`src/acc_defs.svh`:
```
// Register offsets, field positions, reset values and timing counts of the converter control
`ifndef ACC_DEFS_SVH
`define ACC_DEFS_SVH
`define ACC_IDX_CTRL_A      4'hE
`define ACC_IDX_CTRL_B      4'hF
`define ACC_IDX_RESULT      4'h0
`define ACC_IDX_STATUS      4'h1
`define ACC_IDX_POWER       4'h2
`define ACC_CTRL_A_RST      8'h00
`define ACC_CTRL_B_RST      8'h00
`define ACC_RESULT_RST      8'h00
`define ACC_START_BIT       7
`define ACC_MODE_HI         6
`define ACC_MODE_LO         5
`define ACC_DIS_BIT         4
`define ACC_CH_HI           2
`define ACC_CH_LO           0
`define ACC_TIME_HI         3
`define ACC_TIME_LO         1
`define ACC_DONE_BIT        5
`define ACC_BUSY_BIT        4
`define ACC_CYC_156         11'd156
`define ACC_CYC_312         11'd312
`define ACC_CYC_624         11'd624
`define ACC_CYC_1248        11'd1248
`define ACC_NUM_CH          6
`endif

```
`src/acc_pkg.sv`:
```
// Types shared by the converter control files
package acc_pkg;
	typedef enum logic [1:0] {
		ACC_MODE_STOP,
		ACC_MODE_SOFT,
		ACC_MODE_TRIG,
		ACC_MODE_RSVD
	} acc_mode_e;
	typedef enum logic [1:0] {
		ACC_ST_IDLE,
		ACC_ST_CONV
	} acc_state_e;
	typedef struct packed {
		logic [7:0] ctrl_a;
		logic [7:0] ctrl_b;
		logic [7:0] result;
		logic       done;
		logic       busy;
		logic       trig_used;
		logic [10:0] cnt;
		acc_state_e state;
		logic [1:0] trig_sync;
		logic       trig_prev;
	} acc_core_s;
	typedef struct packed {
		logic        aw_got;
		logic [31:0] awaddr;
		logic        w_got;
		logic [31:0] wdata;
		logic        bvalid;
		logic        rvalid;
		logic [31:0] rdata;
		logic [1:0]  rresp;
		logic [1:0]  bresp;
	} acc_bus_s;
endpackage : acc_pkg
```
`src/acc_axil_slave.sv`:
```
// AXI4-Lite register slave for the converter control
`timescale 1ns/1ps
`default_nettype none
`include "acc_defs.svh"
module acc_axil_slave
	import acc_pkg::*;
(
	input  wire logic        clk_sys,
	input  wire logic        rst_n,
	input  wire logic        s_axi_awvalid,
	output logic             s_axi_awready,
	input  wire logic [31:0] s_axi_awaddr,
	input  wire logic        s_axi_wvalid,
	output logic             s_axi_wready,
	input  wire logic [31:0] s_axi_wdata,
	input  wire logic [3:0]  s_axi_wstrb,
	output logic             s_axi_bvalid,
	input  wire logic        s_axi_bready,
	output logic [1:0]       s_axi_bresp,
	input  wire logic        s_axi_arvalid,
	output logic             s_axi_arready,
	input  wire logic [31:0] s_axi_araddr,
	output logic             s_axi_rvalid,
	input  wire logic        s_axi_rready,
	output logic [31:0]      s_axi_rdata,
	output logic [1:0]       s_axi_rresp,
	output logic             wr_stb,
	output logic [3:0]       wr_idx,
	output logic [7:0]       wr_data,
	output logic             rd_stb,
	output logic [3:0]       rd_idx,
	input  wire logic [7:0]  rd_data,
	input  wire logic        rd_hit
);
	acc_bus_s bus_ff;   // Bus state
	acc_bus_s nxt_bus;  // Next bus state
	logic     wr_go;    // Write completes this cycle
	logic     wr_ok;    // Write address word aligned and inside the 16-register window
	logic     wstrb_lo_ff; // Low byte lane strobe of the taken write data

	// Address/data captured in any order; response after both
	always_comb begin
		nxt_bus = bus_ff;
		wr_go = bus_ff.aw_got && bus_ff.w_got && !bus_ff.bvalid;
		wr_ok = (bus_ff.awaddr[31:6] == 26'h0) && (bus_ff.awaddr[1:0] == 2'h0);
		if (s_axi_awvalid && s_axi_awready) begin
			nxt_bus.aw_got = 1'b1;
			nxt_bus.awaddr = s_axi_awaddr;
		end
		if (s_axi_wvalid && s_axi_wready) begin
			nxt_bus.w_got = 1'b1;
			nxt_bus.wdata = s_axi_wdata;
		end
		if (wr_go) begin
			nxt_bus.bvalid = 1'b1;
			nxt_bus.bresp = wr_ok ? 2'h0 : 2'h2;
			nxt_bus.aw_got = 1'b0;
			nxt_bus.w_got = 1'b0;
		end
		if (bus_ff.bvalid && s_axi_bready) begin
			nxt_bus.bvalid = 1'b0;
		end
		// Read answered one cycle after the address is taken
		if (s_axi_arvalid && s_axi_arready) begin
			nxt_bus.rvalid = 1'b1;
			nxt_bus.rdata = {24'h0, rd_data};
			nxt_bus.rresp = (rd_hit && s_axi_araddr[31:6] == 26'h0 && s_axi_araddr[1:0] == 2'h0) ? 2'h0 : 2'h2;
		end else if (bus_ff.rvalid && s_axi_rready) begin
			nxt_bus.rvalid = 1'b0;
		end
	end

	// Register the bus state
	always_ff @(posedge clk_sys or negedge rst_n) begin
		if (!rst_n) begin
			bus_ff <= '0;
		end else begin
			bus_ff <= nxt_bus;
		end
	end

	assign s_axi_awready = !bus_ff.aw_got && !bus_ff.bvalid;
	assign s_axi_wready  = !bus_ff.w_got && !bus_ff.bvalid;
	assign s_axi_bvalid  = bus_ff.bvalid;
	assign s_axi_bresp   = bus_ff.bresp;
	assign s_axi_arready = !bus_ff.rvalid;
	assign s_axi_rvalid  = bus_ff.rvalid;
	assign s_axi_rdata   = bus_ff.rdata;
	assign s_axi_rresp   = bus_ff.rresp;
	assign wr_stb  = wr_go && wr_ok && wstrb_lo_ff; // Only the low byte lane writes
	assign wr_idx  = bus_ff.awaddr[5:2];
	assign wr_data = bus_ff.wdata[7:0];
	assign rd_stb  = s_axi_arvalid && s_axi_arready;
	assign rd_idx  = s_axi_araddr[5:2];

	// Low byte lane strobe held with the write data
	always_ff @(posedge clk_sys or negedge rst_n) begin
		if (!rst_n) begin
			wstrb_lo_ff <= 1'b0;
		end else if (s_axi_wvalid && s_axi_wready) begin
			wstrb_lo_ff <= s_axi_wstrb[0];
		end
	end
endmodule : acc_axil_slave
`default_nettype wire

```
`src/acc_conv_ctrl.sv`:
```
// Top of the converter control: registers, sequencing and status
//
// Local design decision: register access over AXI4-Lite.
`timescale 1ns/1ps
`default_nettype none
`include "acc_defs.svh"
module acc_conv_ctrl
	import acc_pkg::*;
(
	input  wire logic        clk_sys,
	input  wire logic        rst_n,
	input  wire logic        s_axi_awvalid,
	output logic             s_axi_awready,
	input  wire logic [31:0] s_axi_awaddr,
	input  wire logic        s_axi_wvalid,
	output logic             s_axi_wready,
	input  wire logic [31:0] s_axi_wdata,
	input  wire logic [3:0]  s_axi_wstrb,
	output logic             s_axi_bvalid,
	input  wire logic        s_axi_bready,
	output logic [1:0]       s_axi_bresp,
	input  wire logic        s_axi_arvalid,
	output logic             s_axi_arready,
	input  wire logic [31:0] s_axi_araddr,
	output logic             s_axi_rvalid,
	input  wire logic        s_axi_rready,
	output logic [31:0]      s_axi_rdata,
	output logic [1:0]       s_axi_rresp,
	input  wire logic        stop_enter,
	input  wire logic        wakeup_conv_trigger,
	input  wire logic [7:0]  sar_value,
	output logic             sar_run,
	output logic             sample_hold,
	output logic             analog_input_disable,
	output logic [5:0]       channel_route,
	output logic             conv_irq
);
	acc_core_s   core_ff;    // Block state apart from the STOP synchroniser, done_prev_ff and the bus slave
	acc_core_s   nxt_core;   // Next block state
	logic        wr_stb;     // Register write strobe
	logic [3:0]  wr_idx;     // Written register index
	logic [7:0]  wr_data;    // Written byte
	logic        rd_stb;     // Register read strobe
	logic [3:0]  rd_idx;     // Read register index
	logic [7:0]  rd_data;    // Read byte
	logic        rd_hit;     // Read hits a register
	logic [10:0] conv_len;   // Cycles for the selected time
	logic        start_req;  // A start command this cycle
	logic        trig_edge;  // Rising trigger edge
	logic        finish;     // Conversion completes this cycle
	acc_mode_e   mode;       // Decoded mode
	logic        stop_sync_a; // STOP synchroniser stage 1
	logic        stop_sync_b; // STOP synchroniser stage 2

	////////////////////////////////////////////////////////////////////////////
	// Register bus slave
	acc_axil_slave u_bus (
		.clk_sys       (clk_sys),
		.rst_n         (rst_n),
		.s_axi_awvalid (s_axi_awvalid),
		.s_axi_awready (s_axi_awready),
		.s_axi_awaddr  (s_axi_awaddr),
		.s_axi_wvalid  (s_axi_wvalid),
		.s_axi_wready  (s_axi_wready),
		.s_axi_wdata   (s_axi_wdata),
		.s_axi_wstrb   (s_axi_wstrb),
		.s_axi_bvalid  (s_axi_bvalid),
		.s_axi_bready  (s_axi_bready),
		.s_axi_bresp   (s_axi_bresp),
		.s_axi_arvalid (s_axi_arvalid),
		.s_axi_arready (s_axi_arready),
		.s_axi_araddr  (s_axi_araddr),
		.s_axi_rvalid  (s_axi_rvalid),
		.s_axi_rready  (s_axi_rready),
		.s_axi_rdata   (s_axi_rdata),
		.s_axi_rresp   (s_axi_rresp),
		.wr_stb        (wr_stb),
		.wr_idx        (wr_idx),
		.wr_data       (wr_data),
		.rd_stb        (rd_stb),
		.rd_idx        (rd_idx),
		.rd_data       (rd_data),
		.rd_hit        (rd_hit)
	);

	////////////////////////////////////////////////////////////////////////////
	// Read mux
	always_comb begin
		rd_data = 8'h00;
		rd_hit  = 1'b1;
		case (rd_idx)
			`ACC_IDX_CTRL_A: rd_data = core_ff.ctrl_a;
			`ACC_IDX_CTRL_B: rd_data = core_ff.ctrl_b;
			`ACC_IDX_RESULT: rd_data = core_ff.result;
			`ACC_IDX_STATUS: begin
				rd_data[`ACC_DONE_BIT] = core_ff.done;
				rd_data[`ACC_BUSY_BIT] = core_ff.busy;
			end
			default: rd_hit = 1'b0;
		endcase
	end

	////////////////////////////////////////////////////////////////////////////
	// Conversion time decode
	always_comb begin
		case (core_ff.ctrl_b[`ACC_TIME_HI:`ACC_TIME_LO])
			3'h3: conv_len = `ACC_CYC_156;
			3'h4: conv_len = `ACC_CYC_312;
			3'h5: conv_len = `ACC_CYC_624;
			3'h6: conv_len = `ACC_CYC_1248;
			default: conv_len = `ACC_CYC_1248; // Reserved codes take the longest time
		endcase
	end

	// Mode decode
	assign mode = acc_mode_e'(core_ff.ctrl_a[`ACC_MODE_HI:`ACC_MODE_LO]);

	////////////////////////////////////////////////////////////////////////////
	// STOP entry synchroniser
	always_ff @(posedge clk_sys or negedge rst_n) begin
		if (!rst_n) begin
			stop_sync_a <= 1'b0;
			stop_sync_b <= 1'b0;
		end else begin
			stop_sync_a <= stop_enter;
			stop_sync_b <= stop_sync_a;
		end
	end

	////////////////////////////////////////////////////////////////////////////
	// Sequencing, registers and flags
	always_comb begin
		nxt_core = core_ff;
		nxt_core.trig_sync = {core_ff.trig_sync[0], wakeup_conv_trigger};
		nxt_core.trig_prev = core_ff.trig_sync[1];
		trig_edge = core_ff.trig_sync[1] && !core_ff.trig_prev;
		finish = (core_ff.state == ACC_ST_CONV) && (core_ff.cnt == 11'd1);
		start_req = 1'b0;
		// Register writes
		if (wr_stb && wr_idx == `ACC_IDX_CTRL_A) begin
			nxt_core.ctrl_a = wr_data & 8'hF7;
			if (wr_data[`ACC_MODE_HI:`ACC_MODE_LO] == 2'h0) begin
				nxt_core.trig_used = 1'b0;
			end
			start_req = wr_data[`ACC_START_BIT] && (wr_data[`ACC_MODE_HI:`ACC_MODE_LO] == 2'h1);
		end
		if (wr_stb && wr_idx == `ACC_IDX_CTRL_B) begin
			nxt_core.ctrl_b = wr_data & 8'h1E;
		end
		// Hardware trigger start, first one only
		if (mode == ACC_MODE_TRIG && trig_edge && !core_ff.trig_used && !(wr_stb && wr_idx == `ACC_IDX_CTRL_A)) begin
			start_req = 1'b1;
			nxt_core.trig_used = 1'b1;
		end
		// Reading the result clears done unless it is being set now
		if (rd_stb && rd_idx == `ACC_IDX_RESULT) begin
			nxt_core.done = 1'b0;
		end
		// Counting down the conversion
		if (core_ff.state == ACC_ST_CONV) begin
			nxt_core.cnt = core_ff.cnt - 11'd1;
			if (finish) begin
				nxt_core.result = sar_value;
				nxt_core.done   = 1'b1;
				nxt_core.busy   = 1'b0;
				nxt_core.state  = ACC_ST_IDLE;
			end
		end
		// Start or restart, clears done and keeps the old result
		if (start_req) begin
			nxt_core.state = ACC_ST_CONV;
			nxt_core.cnt   = conv_len;
			nxt_core.busy  = 1'b1;
			nxt_core.done  = 1'b0;
			nxt_core.ctrl_a[`ACC_START_BIT] = 1'b0;
		end
		// Stop mode written halts at once, no result
		if (wr_stb && wr_idx == `ACC_IDX_CTRL_A && wr_data[`ACC_MODE_HI:`ACC_MODE_LO] == 2'h0) begin
			nxt_core.state = ACC_ST_IDLE;
			nxt_core.busy  = 1'b0;
			nxt_core.ctrl_a[`ACC_START_BIT] = 1'b0;
		end
		// STOP entry reinitialises the control registers
		if (stop_sync_b) begin
			nxt_core.ctrl_a    = `ACC_CTRL_A_RST;
			nxt_core.ctrl_b    = `ACC_CTRL_B_RST;
			nxt_core.state     = ACC_ST_IDLE;
			nxt_core.busy      = 1'b0;
			nxt_core.done      = 1'b0;
			nxt_core.trig_used = 1'b0;
		end
	end

	// State register on the system clock
	always_ff @(posedge clk_sys or negedge rst_n) begin
		if (!rst_n) begin
			core_ff <= '0;
		end else begin
			core_ff <= nxt_core;
		end
	end

	////////////////////////////////////////////////////////////////////////////
	// Analog side outputs
	assign sar_run              = (core_ff.state == ACC_ST_CONV);
	assign sample_hold          = (core_ff.state == ACC_ST_CONV) && (core_ff.cnt == conv_len);
	assign analog_input_disable = core_ff.ctrl_a[`ACC_DIS_BIT];
	always_comb begin
		channel_route = 6'h00;
		if (!core_ff.ctrl_a[`ACC_DIS_BIT] && core_ff.ctrl_a[`ACC_CH_HI:`ACC_CH_LO] < 3'd6) begin
			channel_route[core_ff.ctrl_a[`ACC_CH_HI:`ACC_CH_LO]] = 1'b1;
		end
	end
	// One-cycle request as done rises
	logic done_prev_ff;
	always_ff @(posedge clk_sys or negedge rst_n) begin
		if (!rst_n) begin
			done_prev_ff <= 1'b0;
		end else begin
			done_prev_ff <= core_ff.done;
		end
	end
	assign conv_irq = core_ff.done && !done_prev_ff;
endmodule : acc_conv_ctrl
`default_nettype wire

```
`config.mk`:
```
export PLATFORM = sky130hd
export DESIGN_NAME = acc_conv_ctrl
export DESIGN_NICKNAME = d
export VERILOG_FILES = /design/src/acc_pkg.sv /design/src/acc_axil_slave.sv /design/src/acc_conv_ctrl.sv
export VERILOG_INCLUDE_DIRS = /design/src
export SDC_FILE = /design/constraint.sdc
export NUM_CORES = 1
export LEC_CHECK = 0
export ABC_AREA = 0
export BUFFER_PORTS_ARGS = -buffer_cell sky130_fd_sc_hd__buf_2
export CAP_MARGIN = 20
export CORE_UTILIZATION = 54
export CTS_CLUSTER_DIAMETER = 50
export DETAILED_ROUTE_END_ITERATION = 6
export PLACE_DENSITY_LB_ADDON = 0.08
export SLEW_MARGIN = 20
export SYNTH_ARGS = -nofsm -noshare
export SYNTH_HDL_FRONTEND = slang
export SYNTH_SLANG_ARGS = --single-unit
```
`constraint.sdc`:
```
create_clock -name clk_sys -period 3.5 [get_ports clk_sys]
set_input_delay 0.35 -clock clk_sys [delete_from_list [all_inputs] [get_ports clk_sys]]
set_output_delay 0.35 -clock clk_sys [all_outputs]
set_load 0.01 [all_outputs]
```
==> results.toml <==
[logic_synthesis]
synth-warning-count = 0
postSynthAreaPerCell_um2 = 11.84
synth_cells = 392
ys_ff_latch = 94
yosysUniqueCellTypes = 51
synth_edf_count = 0
postSynth.asyncResetShare = 1.000
synthFlopType = "dfrtp_1"
yosysSeqAreaShare = 0.5066
netlist_area_um2 = 4643

[clocking]
path_clk_slew_ns = 0.08
cts_setup_buffers = 0
cts_tree = "done"
post_cts_resized = 0
root_buffer = "clkbuf_8"
clkLatencyLatePin_ns = 0.36
cts_max_path_buffers = 2
clkSinkCount = 94
cts_buffers = 9
htree_num_levels = 3

[cells_and_area]
fill_cells = 709
multiInputGateArea_um2 = 2011
fin_cells = 606
diodes = 0
drive_above_1_share = 0.3932
syn_to_final_growth_pct = 15.87
finalNetCount = 618
layout_commonest_cell = "buf_2"
ff_latch_area_um2 = 2352
most-common-layout-cells = "buf_2, dfrtp_1, mux2_2"

[floorplan]
io_pins = 168
core_area_um2 = 8258
start_util = 0.5623
die_y_um = 94.73
die_area_um2 = 8974
rows = 33
fp.dieW_um = 94.73

[critical_path]
cp.required_ns = 3.15
crit_arrival_ns = 2.04
crit_fanout = 11
path_class = "reg -> out"
endpoint_kind = "output pin"
r2r_cells = 5
crit_path_start_kind = "flop"

[power_and_ir_drop]
leakage_nw = 2.513
swShare = 0.2775
clockPowerShare = 0.270
p_switching_uw = 842.2
powerDensity_nw_per_um2 = 564.1
p_int_mw = 2.193
peakVddDrop_v = 0.0003971
combinationalPowerShare = 0.205
pwr-share-seq = 0.524

[hold_path]
hold_path.class = "in -> reg"
hold_depth = 1

[placed_design]
io_buffers = 114
dp_hpwl_um = 6416
place_inst = 591
place_congestion = 0.7734

[sta]
period_share = 0.6820
slew_violations = 0
post-route-min-period_ns = 2.387
worst_pin_slew_ns = 0.5397
fin_worst_skew_ns = 0.01417
setup_viol = 0
hold_viol_final = 0
worst_hold_slack_ns = 0.1093
rsz0062_at_grt = "no"
setup-tns-final_ns = 0
fmax_ghz = 0.4189
maxSlewHeadroom = 0.6388

[route]
drcViolationCount = 0
wire_per_inst_um = 14.27
first_pass_iters = 4
viasPerCell = 5.272
finalWirelength_um = 8649
dr_total_vias = 3195
drt_iter0_drc = 137
ant_nets = 0

[global_routing]
grt_overflow = 0
grt_pass1_wl_um = 14090
grt_max_degree = 44
track_usage = 0.2076
antenna_found_initial = 0
grt_pass1_vias = 2993

[flow_run]
max_cap_viol_count = 0

[run_status]
status = "complete, no violations"
path summary, 6_finish.rpt:
check | start | to | slack [ns]
worst max-delay path | core_ff[28]$_DFFE_PN0P_ | sample_hold | 1.11
worst min-delay path | stop_enter | stop_sync_a$_DFF_PN0_ | 0.11
worst max register to register | u_bus.bus_ff[78]$_DFFE_PN0P_ | core_ff[11]$_DFFE_PN0P_ | 1.21
worst min register to register | core_ff[1]$_DFF_PN0_ | core_ff[2]$_DFF_PN0_ | 0.35
max in group asynchronous | rst_n | core_ff[36]$_DFFE_PN0P_ | 2.25
min in group asynchronous | rst_n | core_ff[6]$_DFFE_PN0P_ | 0.41
routing by layer:
layer | vias to the layer above | GRT usage | part of all wire
li1 | 1538 | - | -
met1 | 1546 | 0.2797 | 0.45
met3 | 8 | 0.04589 | 0.059
met2 | 103 | 0.3297 | 0.47
met5 | - | 0 | 0
met4 | 0 | 0.07576 | 0.011
synth_stat cells (all sizes together) (5+ instances only):
master	instances	share of area
a21oi	5	0.0054
dfrtp	94	0.51
nor3	5	0.0054
nor4	19	0.049
nor2	33	0.027
nand2b	6	0.0081
o21ai	11	0.014
nand2	18	0.015
a22o	6	0.011
nand4	6	0.013
nor3b	6	0.0097
xnor2	5	0.0094
buf	40	0.065
xor2	5	0.0094
mux2i	17	0.037
clkbuf	12	0.0097
mux2	49	0.12
nand3b	6	0.0097
inv	7	0.0057
kinds of logic (layout without fill, tap and decap cells):
group / count (synthesis) / count (layout) / share of synthesized area
other: 1 / 26 / 0.0008076
AND/OR/NAND/NOR: 118 / 118 / 0.1673
multiplexers: 66 / 66 / 0.1555
flip-flops: 94 / 94 / 0.5066
buffers and inverters: 59 / 143 / 0.08057
adder cells (fa/ha/maj): 3 / 3 / 0.008085
XOR/XNOR: 10 / 10 / 0.01886
AO/OA/AOI/OAI: 41 / 41 / 0.06225
worst max-delay path: stages (launching register included):
cell,delay (ns)
dfrtp_1,0.54
and3b_1,0.31
nand2_1,0.07
o21ai_0,0.15
nand4_1,0.10
a311oi_1,0.32
buf_2,0.19
power by group through the flow:
| stage | registers, mW | logic (mW) | clock network (mW) |
|---|---|---|---|
| detailed placement | 1.62 | 0.634 | 0 |
| CTS | 1.59 | 0.635 | 0.841 |
| global placement | 1.60 | 0.610 | 0 |
| finish | 1.59 | 0.623 | 0.821 |
| floorplan | 1.56 | 0.505 | 0 |
| global route | 1.63 | 0.697 | 0.892 |
area by class of cell:
| type | count | share of cell area |
|---|---|---|
| timing repair buffer | 122 | 0.1181 |
| clock buffer | 9 | 0.02302 |
| multi-input combinational | 264 | 0.3737 |
| tap | 105 | 0.02442 |
| sequential | 94 | 0.4372 |
| clock inverter | 5 | 0.01860 |
| inverter | 7 | 0.004884 |
state kept, by name, indices dropped and copies added, names as in the netlist, 4 cells and up:
name and flops:
u_bus.s_axi_rdata 8, u_bus.wr_idx 4, core_ff 35, u_bus.wr_data 8, u_bus.bus_ff 30
repair_timing:
action,4_1_cts,5_1_grt
hold endpoints to repair,22,0
hold buffers,1,0
setup endpoints to repair,0,0
metrics by stage:
stage,setup WS (ns),power [mW],area (um2),util
final,1.113,3.035,5380,0.6515
after global routing,0.9276,3.221,5380,0.6515
after CTS,1.088,3.071,5380,0.6515
after detailed placement,1.184,2.250,5146,0.6232
after global placement,1.203,2.210,5146,0.6232
after floorplan,1.471,2.064,4737,-
(Power assumes the default switching activity.)
